[src/rtl/motor_run_regs.vh]
// Register offsets, field layouts, reset values and timing counts of the run-input block.
// Assumes a 32-bit AXI4-Lite register port and a 50 MHz system clock.
//
// Functional notes
// - Each of the nine input terminals has a polarity bit: zero passes the sensed state, one inverts it, all reset to zero.
// - An input counts as ON while current flows in its isolated input element, whatever the pin voltage.
// - In speed control, turning a run input ON rotates the motor at the speed of the selected data entry.
// - In speed control, turning OFF the run input that is ON decelerates the motor to a stop.
// - The direction bit picks positive rotation: zero makes counterclockwise positive, one clockwise, reset one.
// - In position control, a run input ON starts continuous operation at the selected entry's speed; after a run the code restarts only in its direction.
// - In continuous operation, forward drives the positive direction and reverse the negative one.
// - Reasserting the same-direction run input while decelerating makes the motor accelerate and continue.
// - Forward and reverse both ON or both OFF decelerate the motor to a stop.
// - The active data entry is chosen from the ON/OFF pattern of the four data select inputs.
`ifndef MOTOR_RUN_REGS_VH
`define MOTOR_RUN_REGS_VH

`define OFS_POLARITY 8'h00
`define OFS_DIRECTION 8'h04
`define OFS_CONTROL 8'h08
`define OFS_STATUS 8'h0c
`define OFS_SPEED_BASE 8'h40

`define RST_POLARITY 9'h000
`define RST_DIRECTION 1'h1
`define RST_CONTROL 1'h0

`define BIT_DIRECTION 0
`define BIT_POSMODE 0
`define STS_RUNNING 0
`define STS_DECEL 1
`define STS_DIR 2
`define STS_SEL 4
`define STS_FWD 8
`define STS_RVS 9
`define STS_TERM 16

`define CLK_HZ 50000000
`define HOLD_MS 10
`define HOLD_CYCLES ((`CLK_HZ / 1000) * `HOLD_MS)

`endif

[src/rtl/speed_table.v]
// Operation speed memory: sixteen entries written by software, registered read port.
// Assumes one clock; one write and one read address per cycle.
`timescale 1ns/10ps
module speed_table #(
  parameter WIDTH = 16,
  parameter ABITS = 4
) (
  input wire clk_sys, // System clock
  input wire writeEn, // Write strobe
  input wire [ABITS-1:0] writeAddr, // Write entry
  input wire [WIDTH-1:0] writeData, // Write value
  input wire [ABITS-1:0] readAddr, // Read entry
  output reg [WIDTH-1:0] readData // Registered read value
);
  reg [WIDTH-1:0] mem [0:(1<<ABITS)-1];

  always @(posedge clk_sys) begin
    if (writeEn) begin
      mem[writeAddr] <= writeData;
    end
    readData <= mem[readAddr];
  end
endmodule // speed_table

[src/rtl/motor_run_input_logic.v]
// Input conditioning, data select and run-command logic of the motor driver, with an AXI4-Lite
// register port. Assumes terminal levels arrive asynchronously from the isolated input elements.
//
// Decided for this implementation: the AXI4-Lite slave port and the placing of the registers.
`timescale 1ns/10ps
`include "motor_run_regs.vh"
module motor_run_input_logic #(
  parameter HOLD_CYCLES = `HOLD_CYCLES,
  parameter SPEED_W = 16
) (
  input wire clk_sys, // System clock, 50 MHz
  input wire rst_b, // Asynchronous reset, active low
  input wire [8:0] inputTerminals, // High while current flows in the input element
  input wire [3:0] forwardSlot, // Terminal index of the forward run input
  input wire [3:0] reverseSlot, // Terminal index of the reverse run input
  input wire [3:0] selectSlot, // Terminal index of data select input 0, three more follow
  input wire s_axi_awvalid, // Write address valid
  output reg s_axi_awready, // Write address ready
  input wire [7:0] s_axi_awaddr, // Write address
  input wire s_axi_wvalid, // Write data valid
  output reg s_axi_wready, // Write data ready
  input wire [31:0] s_axi_wdata, // Write data
  input wire [3:0] s_axi_wstrb, // Write byte strobes
  output reg s_axi_bvalid, // Write response valid
  input wire s_axi_bready, // Write response ready
  output reg [1:0] s_axi_bresp, // Write response
  input wire s_axi_arvalid, // Read address valid
  output reg s_axi_arready, // Read address ready
  input wire [7:0] s_axi_araddr, // Read address
  output reg s_axi_rvalid, // Read data valid
  input wire s_axi_rready, // Read data ready
  output reg [31:0] s_axi_rdata, // Read data
  output reg [1:0] s_axi_rresp, // Read response
  output reg motorRun, // Motor commanded to rotate or decelerate
  output reg motorCw, // Physical rotation is clockwise
  output reg [SPEED_W-1:0] targetSpeed, // Speed command, zero while decelerating
  output reg decelerating // Run input dropped, ramping down
);
  localparam ST_IDLE = 3'b001;
  localparam ST_RUN = 3'b010;
  localparam ST_DECEL = 3'b100;
  // Filter counter sized from the hold count, so the 10 ms default fits
  localparam HOLD_W = $clog2(HOLD_CYCLES + 1);
  localparam [31:0] HOLD_LAST = HOLD_CYCLES - 1;
  localparam [31:0] HOLD_ONE = 32'h00000001;

  reg [8:0] syncA;
  reg [8:0] syncB;
  reg [8:0] polarity;
  reg direction;
  reg posMode;
  reg [2:0] state;
  reg runDir;
  wire [8:0] term;
  reg awTaken;
  reg wTaken;
  reg [7:0] awAddr;
  reg [31:0] wData;
  reg [3:0] wStrb;
  wire [SPEED_W-1:0] selSpeed;
  wire [3:0] dataSel;
  reg fwdOn;
  reg rvsOn;
  reg [2:0] next_state;
  reg next_runDir;
  wire doWrite;
  wire speedWrite;

  // Two-stage synchroniser on the terminal levels
  always @(posedge clk_sys or negedge rst_b) begin
    if (!rst_b) begin
      syncA <= 9'h000;
      syncB <= 9'h000;
    end else begin
      syncA <= inputTerminals;
      syncB <= syncA;
    end
  end

  // Inversion then a qualification filter per terminal
  genvar g;
  generate
    for (g = 0; g < 9; g = g + 1) begin : gTerm
      reg [HOLD_W-1:0] holdCnt;
      reg termQ;
      wire level = syncB[g] ^ polarity[g];
      assign term[g] = termQ;
      // A level must stand HOLD_CYCLES edges before it is taken; shorter pulses are dropped
      always @(posedge clk_sys or negedge rst_b) begin
        if (!rst_b) begin
          holdCnt <= {HOLD_W{1'b0}};
          termQ <= 1'b0;
        end else if (level == termQ) begin
          holdCnt <= {HOLD_W{1'b0}};
        end else if (holdCnt >= HOLD_LAST[HOLD_W-1:0]) begin
          holdCnt <= {HOLD_W{1'b0}};
          termQ <= level;
        end else begin
          holdCnt <= holdCnt + HOLD_ONE[HOLD_W-1:0];
        end
      end
    end
  endgenerate

  // Decode run inputs and data select from the conditioned terminals
  always @* begin
    fwdOn = (forwardSlot < 4'h9) ? term[forwardSlot] : 1'b0;
    rvsOn = (reverseSlot < 4'h9) ? term[reverseSlot] : 1'b0;
  end

  // Select bit k sits k terminals above selectSlot; past the last terminal it reads OFF
  generate
    for (g = 0; g < 4; g = g + 1) begin : gSel
      localparam [4:0] STEP = g;
      wire [4:0] slot = {1'b0, selectSlot} + STEP;
      assign dataSel[g] = (slot < 5'h09) ? term[slot[3:0]] : 1'b0;
    end
  endgenerate

  // Run state machine
  always @* begin
    next_state = state;
    next_runDir = runDir;
    case (state)
      ST_IDLE: begin
        if (fwdOn != rvsOn) begin
          next_state = ST_RUN;
          next_runDir = fwdOn;
        end
      end
      ST_RUN: begin
        if (fwdOn == rvsOn) begin
          next_state = ST_DECEL;
        end else if (fwdOn != runDir) begin
          next_state = ST_DECEL;
        end
      end
      // No exit to idle: once started, the machine stays in run or decel until reset
      ST_DECEL: begin
        if (fwdOn != rvsOn && fwdOn == runDir) begin
          next_state = ST_RUN;
        end else if (fwdOn != rvsOn && !posMode) begin
          next_state = ST_RUN;
          next_runDir = fwdOn;
        end
      end
      default: begin
        next_state = ST_IDLE;
      end
    endcase
  end

  always @(posedge clk_sys or negedge rst_b) begin
    if (!rst_b) begin
      state <= ST_IDLE;
      runDir <= 1'b1;
      motorRun <= 1'b0;
      motorCw <= 1'b0;
      targetSpeed <= {SPEED_W{1'b0}};
      decelerating <= 1'b0;
    end else begin
      state <= next_state;
      runDir <= next_runDir;
      // Outputs follow the next state so they change in step with it
      motorRun <= next_state != ST_IDLE;
      // Forward is positive; direction bit one makes positive clockwise
      motorCw <= ~(next_runDir ^ direction);
      targetSpeed <= (next_state == ST_RUN) ? selSpeed : {SPEED_W{1'b0}};
      decelerating <= next_state == ST_DECEL;
    end
  end

  // AXI4-Lite write path
  // Apply a write once both halves are in and the last response has been taken
  assign doWrite = awTaken && wTaken && !s_axi_bvalid;
  assign speedWrite = doWrite && awAddr[7:6] == 2'b01;

  // Speed of the selected entry, one cycle behind dataSel
  speed_table #(
    .WIDTH(SPEED_W),
    .ABITS(4)
  ) uTable (
    .clk_sys(clk_sys),
    .writeEn(speedWrite),
    .writeAddr(awAddr[5:2]),
    .writeData(wData[SPEED_W-1:0]),
    .readAddr(dataSel),
    .readData(selSpeed)
  );

  always @(posedge clk_sys or negedge rst_b) begin
    if (!rst_b) begin
      s_axi_awready <= 1'b0;
      s_axi_wready <= 1'b0;
      s_axi_bvalid <= 1'b0;
      s_axi_bresp <= 2'b00;
      awTaken <= 1'b0;
      wTaken <= 1'b0;
      awAddr <= 8'h00;
      wData <= 32'h00000000;
      wStrb <= 4'h0;
      polarity <= `RST_POLARITY;
      direction <= `RST_DIRECTION;
      posMode <= `RST_CONTROL;
    end else begin
      // Readies pulse for one cycle, so a held valid is taken on alternate cycles
      s_axi_awready <= !awTaken && !s_axi_awready && !s_axi_bvalid;
      s_axi_wready <= !wTaken && !s_axi_wready && !s_axi_bvalid;
      if (s_axi_awvalid && s_axi_awready) begin
        awTaken <= 1'b1;
        awAddr <= s_axi_awaddr;
        s_axi_awready <= 1'b0;
      end
      if (s_axi_wvalid && s_axi_wready) begin
        wTaken <= 1'b1;
        wData <= s_axi_wdata;
        wStrb <= s_axi_wstrb;
        s_axi_wready <= 1'b0;
      end
      if (doWrite) begin
        awTaken <= 1'b0;
        wTaken <= 1'b0;
        s_axi_bvalid <= 1'b1;
        s_axi_bresp <= 2'b00;
        case (awAddr)
          `OFS_POLARITY: begin
            if (wStrb[0]) begin
              polarity[7:0] <= wData[7:0];
            end
            if (wStrb[1]) begin
              polarity[8] <= wData[8];
            end
          end
          `OFS_DIRECTION: begin
            if (wStrb[0]) begin
              direction <= wData[`BIT_DIRECTION];
            end
          end
          `OFS_CONTROL: begin
            if (wStrb[0]) begin
              posMode <= wData[`BIT_POSMODE];
            end
          end
          default: begin
            // Speed entries are write-only; status and unmapped offsets answer SLVERR
            if (!speedWrite) begin
              s_axi_bresp <= 2'b10;
            end
          end
        endcase
      end else if (s_axi_bvalid && s_axi_bready) begin
        s_axi_bvalid <= 1'b0;
      end
    end
  end

  // AXI4-Lite read path
  reg [31:0] next_rdata;
  reg next_rerr;
  always @* begin
    next_rdata = 32'h00000000;
    next_rerr = 1'b0;
    case (s_axi_araddr)
      `OFS_POLARITY: begin
        next_rdata[8:0] = polarity;
      end
      `OFS_DIRECTION: begin
        next_rdata[`BIT_DIRECTION] = direction;
      end
      `OFS_CONTROL: begin
        next_rdata[`BIT_POSMODE] = posMode;
      end
      `OFS_STATUS: begin
        next_rdata[`STS_RUNNING] = state != ST_IDLE;
        next_rdata[`STS_DECEL] = state == ST_DECEL;
        next_rdata[`STS_DIR] = runDir;
        next_rdata[`STS_SEL+3:`STS_SEL] = dataSel;
        next_rdata[`STS_FWD] = fwdOn;
        next_rdata[`STS_RVS] = rvsOn;
        next_rdata[`STS_TERM+8:`STS_TERM] = term;
      end
      default: begin
        next_rerr = 1'b1;
      end
    endcase
  end

  always @(posedge clk_sys or negedge rst_b) begin
    if (!rst_b) begin
      s_axi_arready <= 1'b0;
      s_axi_rvalid <= 1'b0;
      s_axi_rdata <= 32'h00000000;
      s_axi_rresp <= 2'b00;
    end else begin
      // One read at a time: no accept while the answer still stands
      s_axi_arready <= !s_axi_arready && !s_axi_rvalid;
      if (s_axi_arvalid && s_axi_arready) begin
        s_axi_arready <= 1'b0;
        s_axi_rvalid <= 1'b1;
        s_axi_rdata <= next_rdata;
        s_axi_rresp <= next_rerr ? 2'b10 : 2'b00;
      end else if (s_axi_rvalid && s_axi_rready) begin
        s_axi_rvalid <= 1'b0;
      end
    end
  end
endmodule // motor_run_input_logic

[config.mk]
export PLATFORM = sky130hd
export DESIGN_NAME = motor_run_input_logic
export DESIGN_NICKNAME = d
export VERILOG_FILES = /design/src/rtl/speed_table.v /design/src/rtl/motor_run_input_logic.v
export VERILOG_INCLUDE_DIRS = /design/src /design/src/rtl
export SDC_FILE = /design/constraint.sdc
export NUM_CORES = 1
export LEC_CHECK = 0
export BUFFER_PORTS_ARGS = -buffer_cell sky130_fd_sc_hd__buf_2
export CAP_MARGIN = 15
export CORE_ASPECT_RATIO = 2
export CORE_MARGIN = 8
export CORE_UTILIZATION = 55
export DETAILED_ROUTE_END_ITERATION = 12
export PLACE_DENSITY_LB_ADDON = 0.25
export RECOVER_POWER = 50
export SLEW_MARGIN = 20
export SYNTH_ARGS = -nofsm -noshare
export SYNTH_HDL_FRONTEND = slang
export SYNTH_HIERARCHICAL = 1
export SYNTH_SLANG_ARGS = --single-unit
[constraint.sdc]
create_clock -name clk_sys -period 3 [get_ports clk_sys]
set_input_delay 0.3 -clock clk_sys [delete_from_list [all_inputs] [get_ports clk_sys]]
set_output_delay 0.3 -clock clk_sys [all_outputs]
set_load 0.005 [all_outputs]
# --- Word-level counts from Yosys, hierarchy flattened ---
# Memories as Yosys holds them, arrays and structs flattened. A register that Yosys moved wholly into a read port is not among the register bits.
# Index checks and enable logic that the tools add are counted.
op_classes:
  add_sub_neg: 12
  magnitude_cmp: 21
  n_eq_ne: 26
  mux: 69
  bitwise_logic: 20
  n_reduce_logical: 44
ops:
  columns: ["cell", "count"]
  rows:
  - ["2-to-1 mux 19 bit", 18]
  - ["adder 19 x 1 -> 19 bit, second input constant", 9]
  - [">= comparator 19 bit, second input constant", 9]
  - ["< comparator 4 x 5 -> 1 bit, second input constant", 6]
  - ["2-to-1 mux 1 bit", 30]
  - ["binary-select mux 1 bit (select 4 bit)", 6]
  - ["equality test 8 x 4 -> 1 bit, second input constant", 3]
  - ["AND reduction 2 bit", 9]
  - ["equality test 8 x 3 -> 1 bit, second input constant", 2]
  - ["logical NOT 8 bit", 2]
  - ["2-to-1 mux 16 bit", 1]
  - ["logical AND 1 bit", 15]
  - ["< comparator 5 x 4 -> 1 bit, second input constant", 3]
  - ["2-to-1 mux 3 bit", 5]
  - ["< comparator 4 bit, second input constant", 3]
  - ["AND reduction 3 bit", 4]
  - ["equality test 1 bit", 11]
  - ["adder 4 x 2 -> 5 bit, second input constant", 2]
  - ["inverter 1 bit", 10]
  - ["case mux 5 bit (2 select lines)", 1]
  - ["bitwise XOR 1 bit", 10]
  - ["2-to-1 mux 9 bit", 1]
  - ["case mux 3 bit (3 select lines)", 1]
  - ["logical NOT 1 bit", 8]
  - ["other kinds (14)", 23]
totals:
  register_bits: 288
  ramBits: 256
  in_bits: 80
  out_inout_bits: 60
  word_cells: 236
  memories: 1
memory_table:
  columns: ["memory", "depth", "word_bits", "read_ports", "rd_ports_with_merged_regs", "wr", "line_no", "text"]
  rows:
  - ["uTable.mem", 16, 16, 1, 1, 1, "speed_table.v:15", "reg [WIDTH-1:0] mem [0:(1<<ABITS)-1];"]

# --- Longest topological paths before layout ---
depth:
  depth_word: 10
  depth_mapped: 14
  ltp_nobuf: 10

# --- Cells and area by module ---
# Netlist, hierarchy kept.
modules_own_cells:
  columns: ["mod", "n_inst", "cells_each", "area_per_inst_um2", "seq_area_each_um2"]
  rows:
  - ["motor_run_input_logic", 1, 1266, 13481.7, 7160.6]
  - ["speed_table", 1, 432, 10042.1, 8007.7]

# --- Worst setup path after synthesis ---
# No wires, ideal clock.
synth_path:
  kind: "register to register"
  startpoint: "reg s_axi_bvalid"
  endpoint: "mem uTable.mem[0][0] (enable)"
  setup_ns: 0.409
  arrival_ns: 2.506
  required_time_ns: 2.591
  slack_ns: 0.085
  path_stages_with_launch: 6
  path_buffers: 0
  synth_period_minus_slack_ns: 2.915
  path_cell_list: "dfrtp_1 > inv_1 > nand3_1 > nor2b_1 > or3b_2 > nor3_1"
synth_between:
  elab_chain_cells: 5
synth_rtl:
  columns: ["item", "line_no", "text"]
  rows:
  - ["start, declared", "motor_run_input_logic.v:24", "output reg s_axi_bvalid,"]
  - ["start signal, assigned", "motor_run_input_logic.v:195", "s_axi_bvalid <= 1'b0;"]
  - ["start signal, assigned", "motor_run_input_logic.v:223", "s_axi_bvalid <= 1'b1;"]
  - ["start signal, assigned", "motor_run_input_logic.v:252", "s_axi_bvalid <= 1'b0;"]
  - ["logical NOT 1 bit", "motor_run_input_logic.v:175", "assign doWrite = awTaken && wTaken && !s_axi_bvalid;"]
  - ["logical AND 1 bit", "motor_run_input_logic.v:175", null]
  - ["logical AND 1 bit", "motor_run_input_logic.v:176", "assign speedWrite = doWrite && awAddr[7:6] == 2'b01;"]
  - ["via speedWrite", "motor_run_input_logic.v:67", "wire speedWrite;"]
  - ["2-to-1 mux 1 bit", "speed_table.v:18", "if (writeEn) begin"]
  - ["2-to-1 mux 1 bit (not written as such)", "speed_table.v:19", "mem[writeAddr] <= writeData;"]
  - ["end, declared", "speed_table.v:15", null]
# The timed path passes the listed nets, and every way through them passes these cells.

# --- Worst setup path after layout ---
layout_path:
  startpoint: "reg gTerm[2].termQ"
  endpoint: "reg uTable.readData[4] (read register of uTable.mem)"
layout_between:
  elab_chain_cells: 3
  elab_cells_between_ends: 12
  cone_classes: "mux: 12"
layout_rtl:
  columns: ["item", "line_no", "text"]
  rows:
  - ["start, declared", "motor_run_input_logic.v:85", "reg termQ;"]
  - ["start signal, assigned", "motor_run_input_logic.v:97", "termQ <= level;"]
  - ["binary-select mux 1 bit (select 4 bit)", "motor_run_input_logic.v:116", "assign dataSel[g] = (slot < 5'h09) ? term[slot[3:0]] : 1'b0;"]
  - ["2-to-1 mux 1 bit (not written as such)", "motor_run_input_logic.v:116", null]
  - ["2-to-1 mux 1 bit", "motor_run_input_logic.v:116", null]
  - ["via dataSel[1]", "motor_run_input_logic.v:61", "wire [3:0] dataSel;"]
  - ["end, declared", "speed_table.v:13", "output reg [WIDTH-1:0] readData"]
# The timed path passes the listed nets, and every way through them passes these cells. The select of a mux whose other input is x is not followed.
# A chain may end at the register's enable or synchronous reset.

==> results.toml <==
[yosys]
synthSimpleGateAreaFrac_pct = 11.6
synthAdderAreaFrac_pct = 0.691
syn_area_um2 = 23500
synth_top_area_share_pct = 32.7
synthFlopType = "dfrtp_1"
synth_area_leaders = "edfxtp_1 33%, dfrtp_1 30%, mux4_2 5.8%"
synth-xor-area-share_pct = 6.14
syn_avg_cell_area_um2 = 13.9
synth_top_family_by_area = "simple AND/OR/NAND/NOR gates"
muxShareOfSynthArea_pct = 9.75
synth_edf_count = 256
synth-seq-area-share_pct = 64.5
synth_area_leader_cell = "edfxtp_1"
synth_compound_area_share_pct = 5.18
yosys_warnings = 6
ys_seq_elements = 558
async_flop_share_pct = 51.3
ys_types = 73
syn_inst = 1698

[worst_setup_path]
start_kind = "flip-flop"
critPathRequiredTime_ps = 3460
cpMaxStageDelayCell = "dfrtp_1"
crit_path_max_fanout = 18
worstPathCellList = "mux2_2 -> mux4_2 -> o211ai_1 -> o31ai_4 -> buf_4 -> mux4_2 -> a22oi_1 -> nand2_1"
end_kind = "flip-flop"
crit_arrival_ps = 3200
path_class = "flip-flop to flip-flop"
cpPeakStageDelay_ps = 500
cp_common_cell = "mux4_2"

[grt]
grt_pass1_wl_um = 84800
grt_max_degree = 90
grt_overflow = 0
antenna_found_initial = 3
grt_pass1_vias = 15300
grt_usage_pct = 21.8

[finish]
final_cell_mix = "283 x dfrtp_1, 256 x edfxtp_1, 234 x nor2_1"
nNetsFinal = 1990
fin_cells = 2482
syn_to_final_growth_pct = 14.7
multiInputGateArea_um2 = 7970
nFillCells = 3131
regArea_um2 = 15200
layout-drive-gt1-share_pct = 19.8
mostFrequentLayoutCell = "dfrtp_1"

[clocking]
numCtsBuffers = 47
cts-root-buf = "clkbuf_16"
cts_sinks = 558
clkLatencyLatePin_ps = 580
clock_path_buffers = 3
clk_pin_slew_worst_paths_ps = 60
cts_tree = "yes"
postCtsSetupBuffers = 0
htree_levels = 2

[timing]
holdWs_ps = 27.5
worstMarginPinSlew_ps = 1580
relSlewSlack_pct = -5.31
rsz0062_at_grt = "false"
maxSlewViolCount = 57
setup-violations-final = 0
fin_skew_ps = 21.4
max_freq_mhz = 365
min_period_ps = 2740
min_period_over_period_pct = 91.3
finalHoldViolCount = 0

[floorplanning]
ios = 140
initial_utilization_pct = 55.4
rows = 107
dieWidth_um = 162
core_um2 = 42400
dieHeight_um = 308
dieArea_um2 = 50000

[route]
firstDrtPassIters = 5
drtIter0Drc = 1003
avgViaCountPerCell = 5.84
wire_per_inst_um = 21.6
vias = 14500
wirelength_um = 53700
drcViolationCount = 0
drtAntennaViolNets = 0

[placement]
numPlacedInstances = 2355
place_congestion = 0.829
place_hpwl_um = 36700
place.port_buffers = 106

[power]
powerDensity_nw_per_um2 = 658
max-vdd-ir-drop_mv = 0.600
total_power_mw = 17.8
p_leak_nw = 10.6

[job]
cap_violations = 1

[run_status]
outcome = "complete, but fails checks"
violations = "max-capacitance violations, max-slew violations"

[min_path]
holdCritPathClass = "primary input to flip-flop"
[through the flow]
step                utilization, %  TNS [ps]  worst slack (ps)  instance area [µm²]
detailed placement            58.9      -105             -62.2                25000
global route                  63.6         0               147                27000
finish                        63.6         0               261                27000
floorplan                        -         0              84.8                23600
global placement              58.8         0              6.53                25000
CTS                           63.7         0               272                27000
[final timing paths]
| path | start | to | cells past startpoint | slack [ps] |
|---|---|---|---|---|
| worst max register to register | gTerm[2].termQ$_DFFE_PN0P_ | uTable/readData[4]$_DFF_P_ | 8 | 260 |
| max in group asynchronous | rst_b | wData[10]$_DFFE_PN0P_ | 3 | 660 |
| worst min register to register | syncA[8]$_DFF_PN0_ | syncB[8]$_DFF_PN0_ | 0 | 340 |
| worst min-delay path | s_axi_awaddr[5] | awAddr[5]$_DFFE_PN0P_ | 2 | 30 |
| worst max-delay path | gTerm[2].termQ$_DFFE_PN0P_ | uTable/readData[4]$_DFF_P_ | 8 | 260 |
| min in group asynchronous | rst_b | gTerm[1].holdCnt[10]$_DFF_PN0_ | 2 | 650 |
[logic make-up after synthesis]
kind of cell	Yosys count
AO/OA/AOI/OAI	168
other	1
multiplexers	130
AND/OR/NAND/NOR	569
adder cells (fa/ha/maj)	13
flip-flops	558
buffers and inverters	94
XOR/XNOR	165
[routing by layer]
layer  vias to the layer above  GRT usage (%)  share of wire (%)
met5                         -              0              0.073
met4                         6           9.47                4.1
met3                       105           3.87                5.9
met2                       444           39.7                 53
met1                      7321           24.4                 36
li1                       6628              -                  -
[timing repair]
action	CTS	global route
hold buffers	38	0
gates resized for setup	0	0
endpoints found under the hold margin	91	0
[synth_stat cells (16+ instances only)]
master and instances:
nand2_1 75, clkbuf_1 16, and3_1 32, xor2_1 80
buf_4 18, mux4_2 61, nor4_1 22, inv_1 34
a22oi_1 33, edfxtp_1 256, a21oi_1 28, nor3_1 41
xnor2_1 85, nor2_1 234, mux2_2 54, nand4_1 39
dfxtp_1 16, dfrtp_1 283, nand3_1 74
[flip-flops by register name, summed over array words and instances, names as in the netlist, 2 cells and up]
register         flops
syncB                9
wStrb                2
s_axi_rdata         19
syncA                9
uTable/mem         256
gTerm.holdCnt      171
gTerm.termQ          9
state                3
targetSpeed         16
uTable/readData     16
awAddr               8
polarity             9
wData               16
[area by class of cell]
class / instances / area share, %
diodes: 1 / 0.00928
clock buffers: 63 / 4.95
clock inverters: 25 / 1.20
inverters: 34 / 0.473
multi-input cells: 1060 / 29.5
flip-flops and latches: 558 / 56.2
well taps: 545 / 2.53
repair buffers: 196 / 5.08
[critical path, delay by kind of cell, from the launching register on]
kind / cells / cell delay [ps]
multiplexers: 3 / 1100
AO/OA/AOI/OAI: 3 / 640
flip-flops: 1 / 500
buffers and inverters: 1 / 270
AND/OR/NAND/NOR: 1 / 90
[where the power goes]
part           switching (mW)  internal [mW]
Combinational           0.765          0.621
Sequential              0.926           8.99
Clock                    2.77           3.68
Total                    4.47           13.3
(Power assumes the default switching activity.)
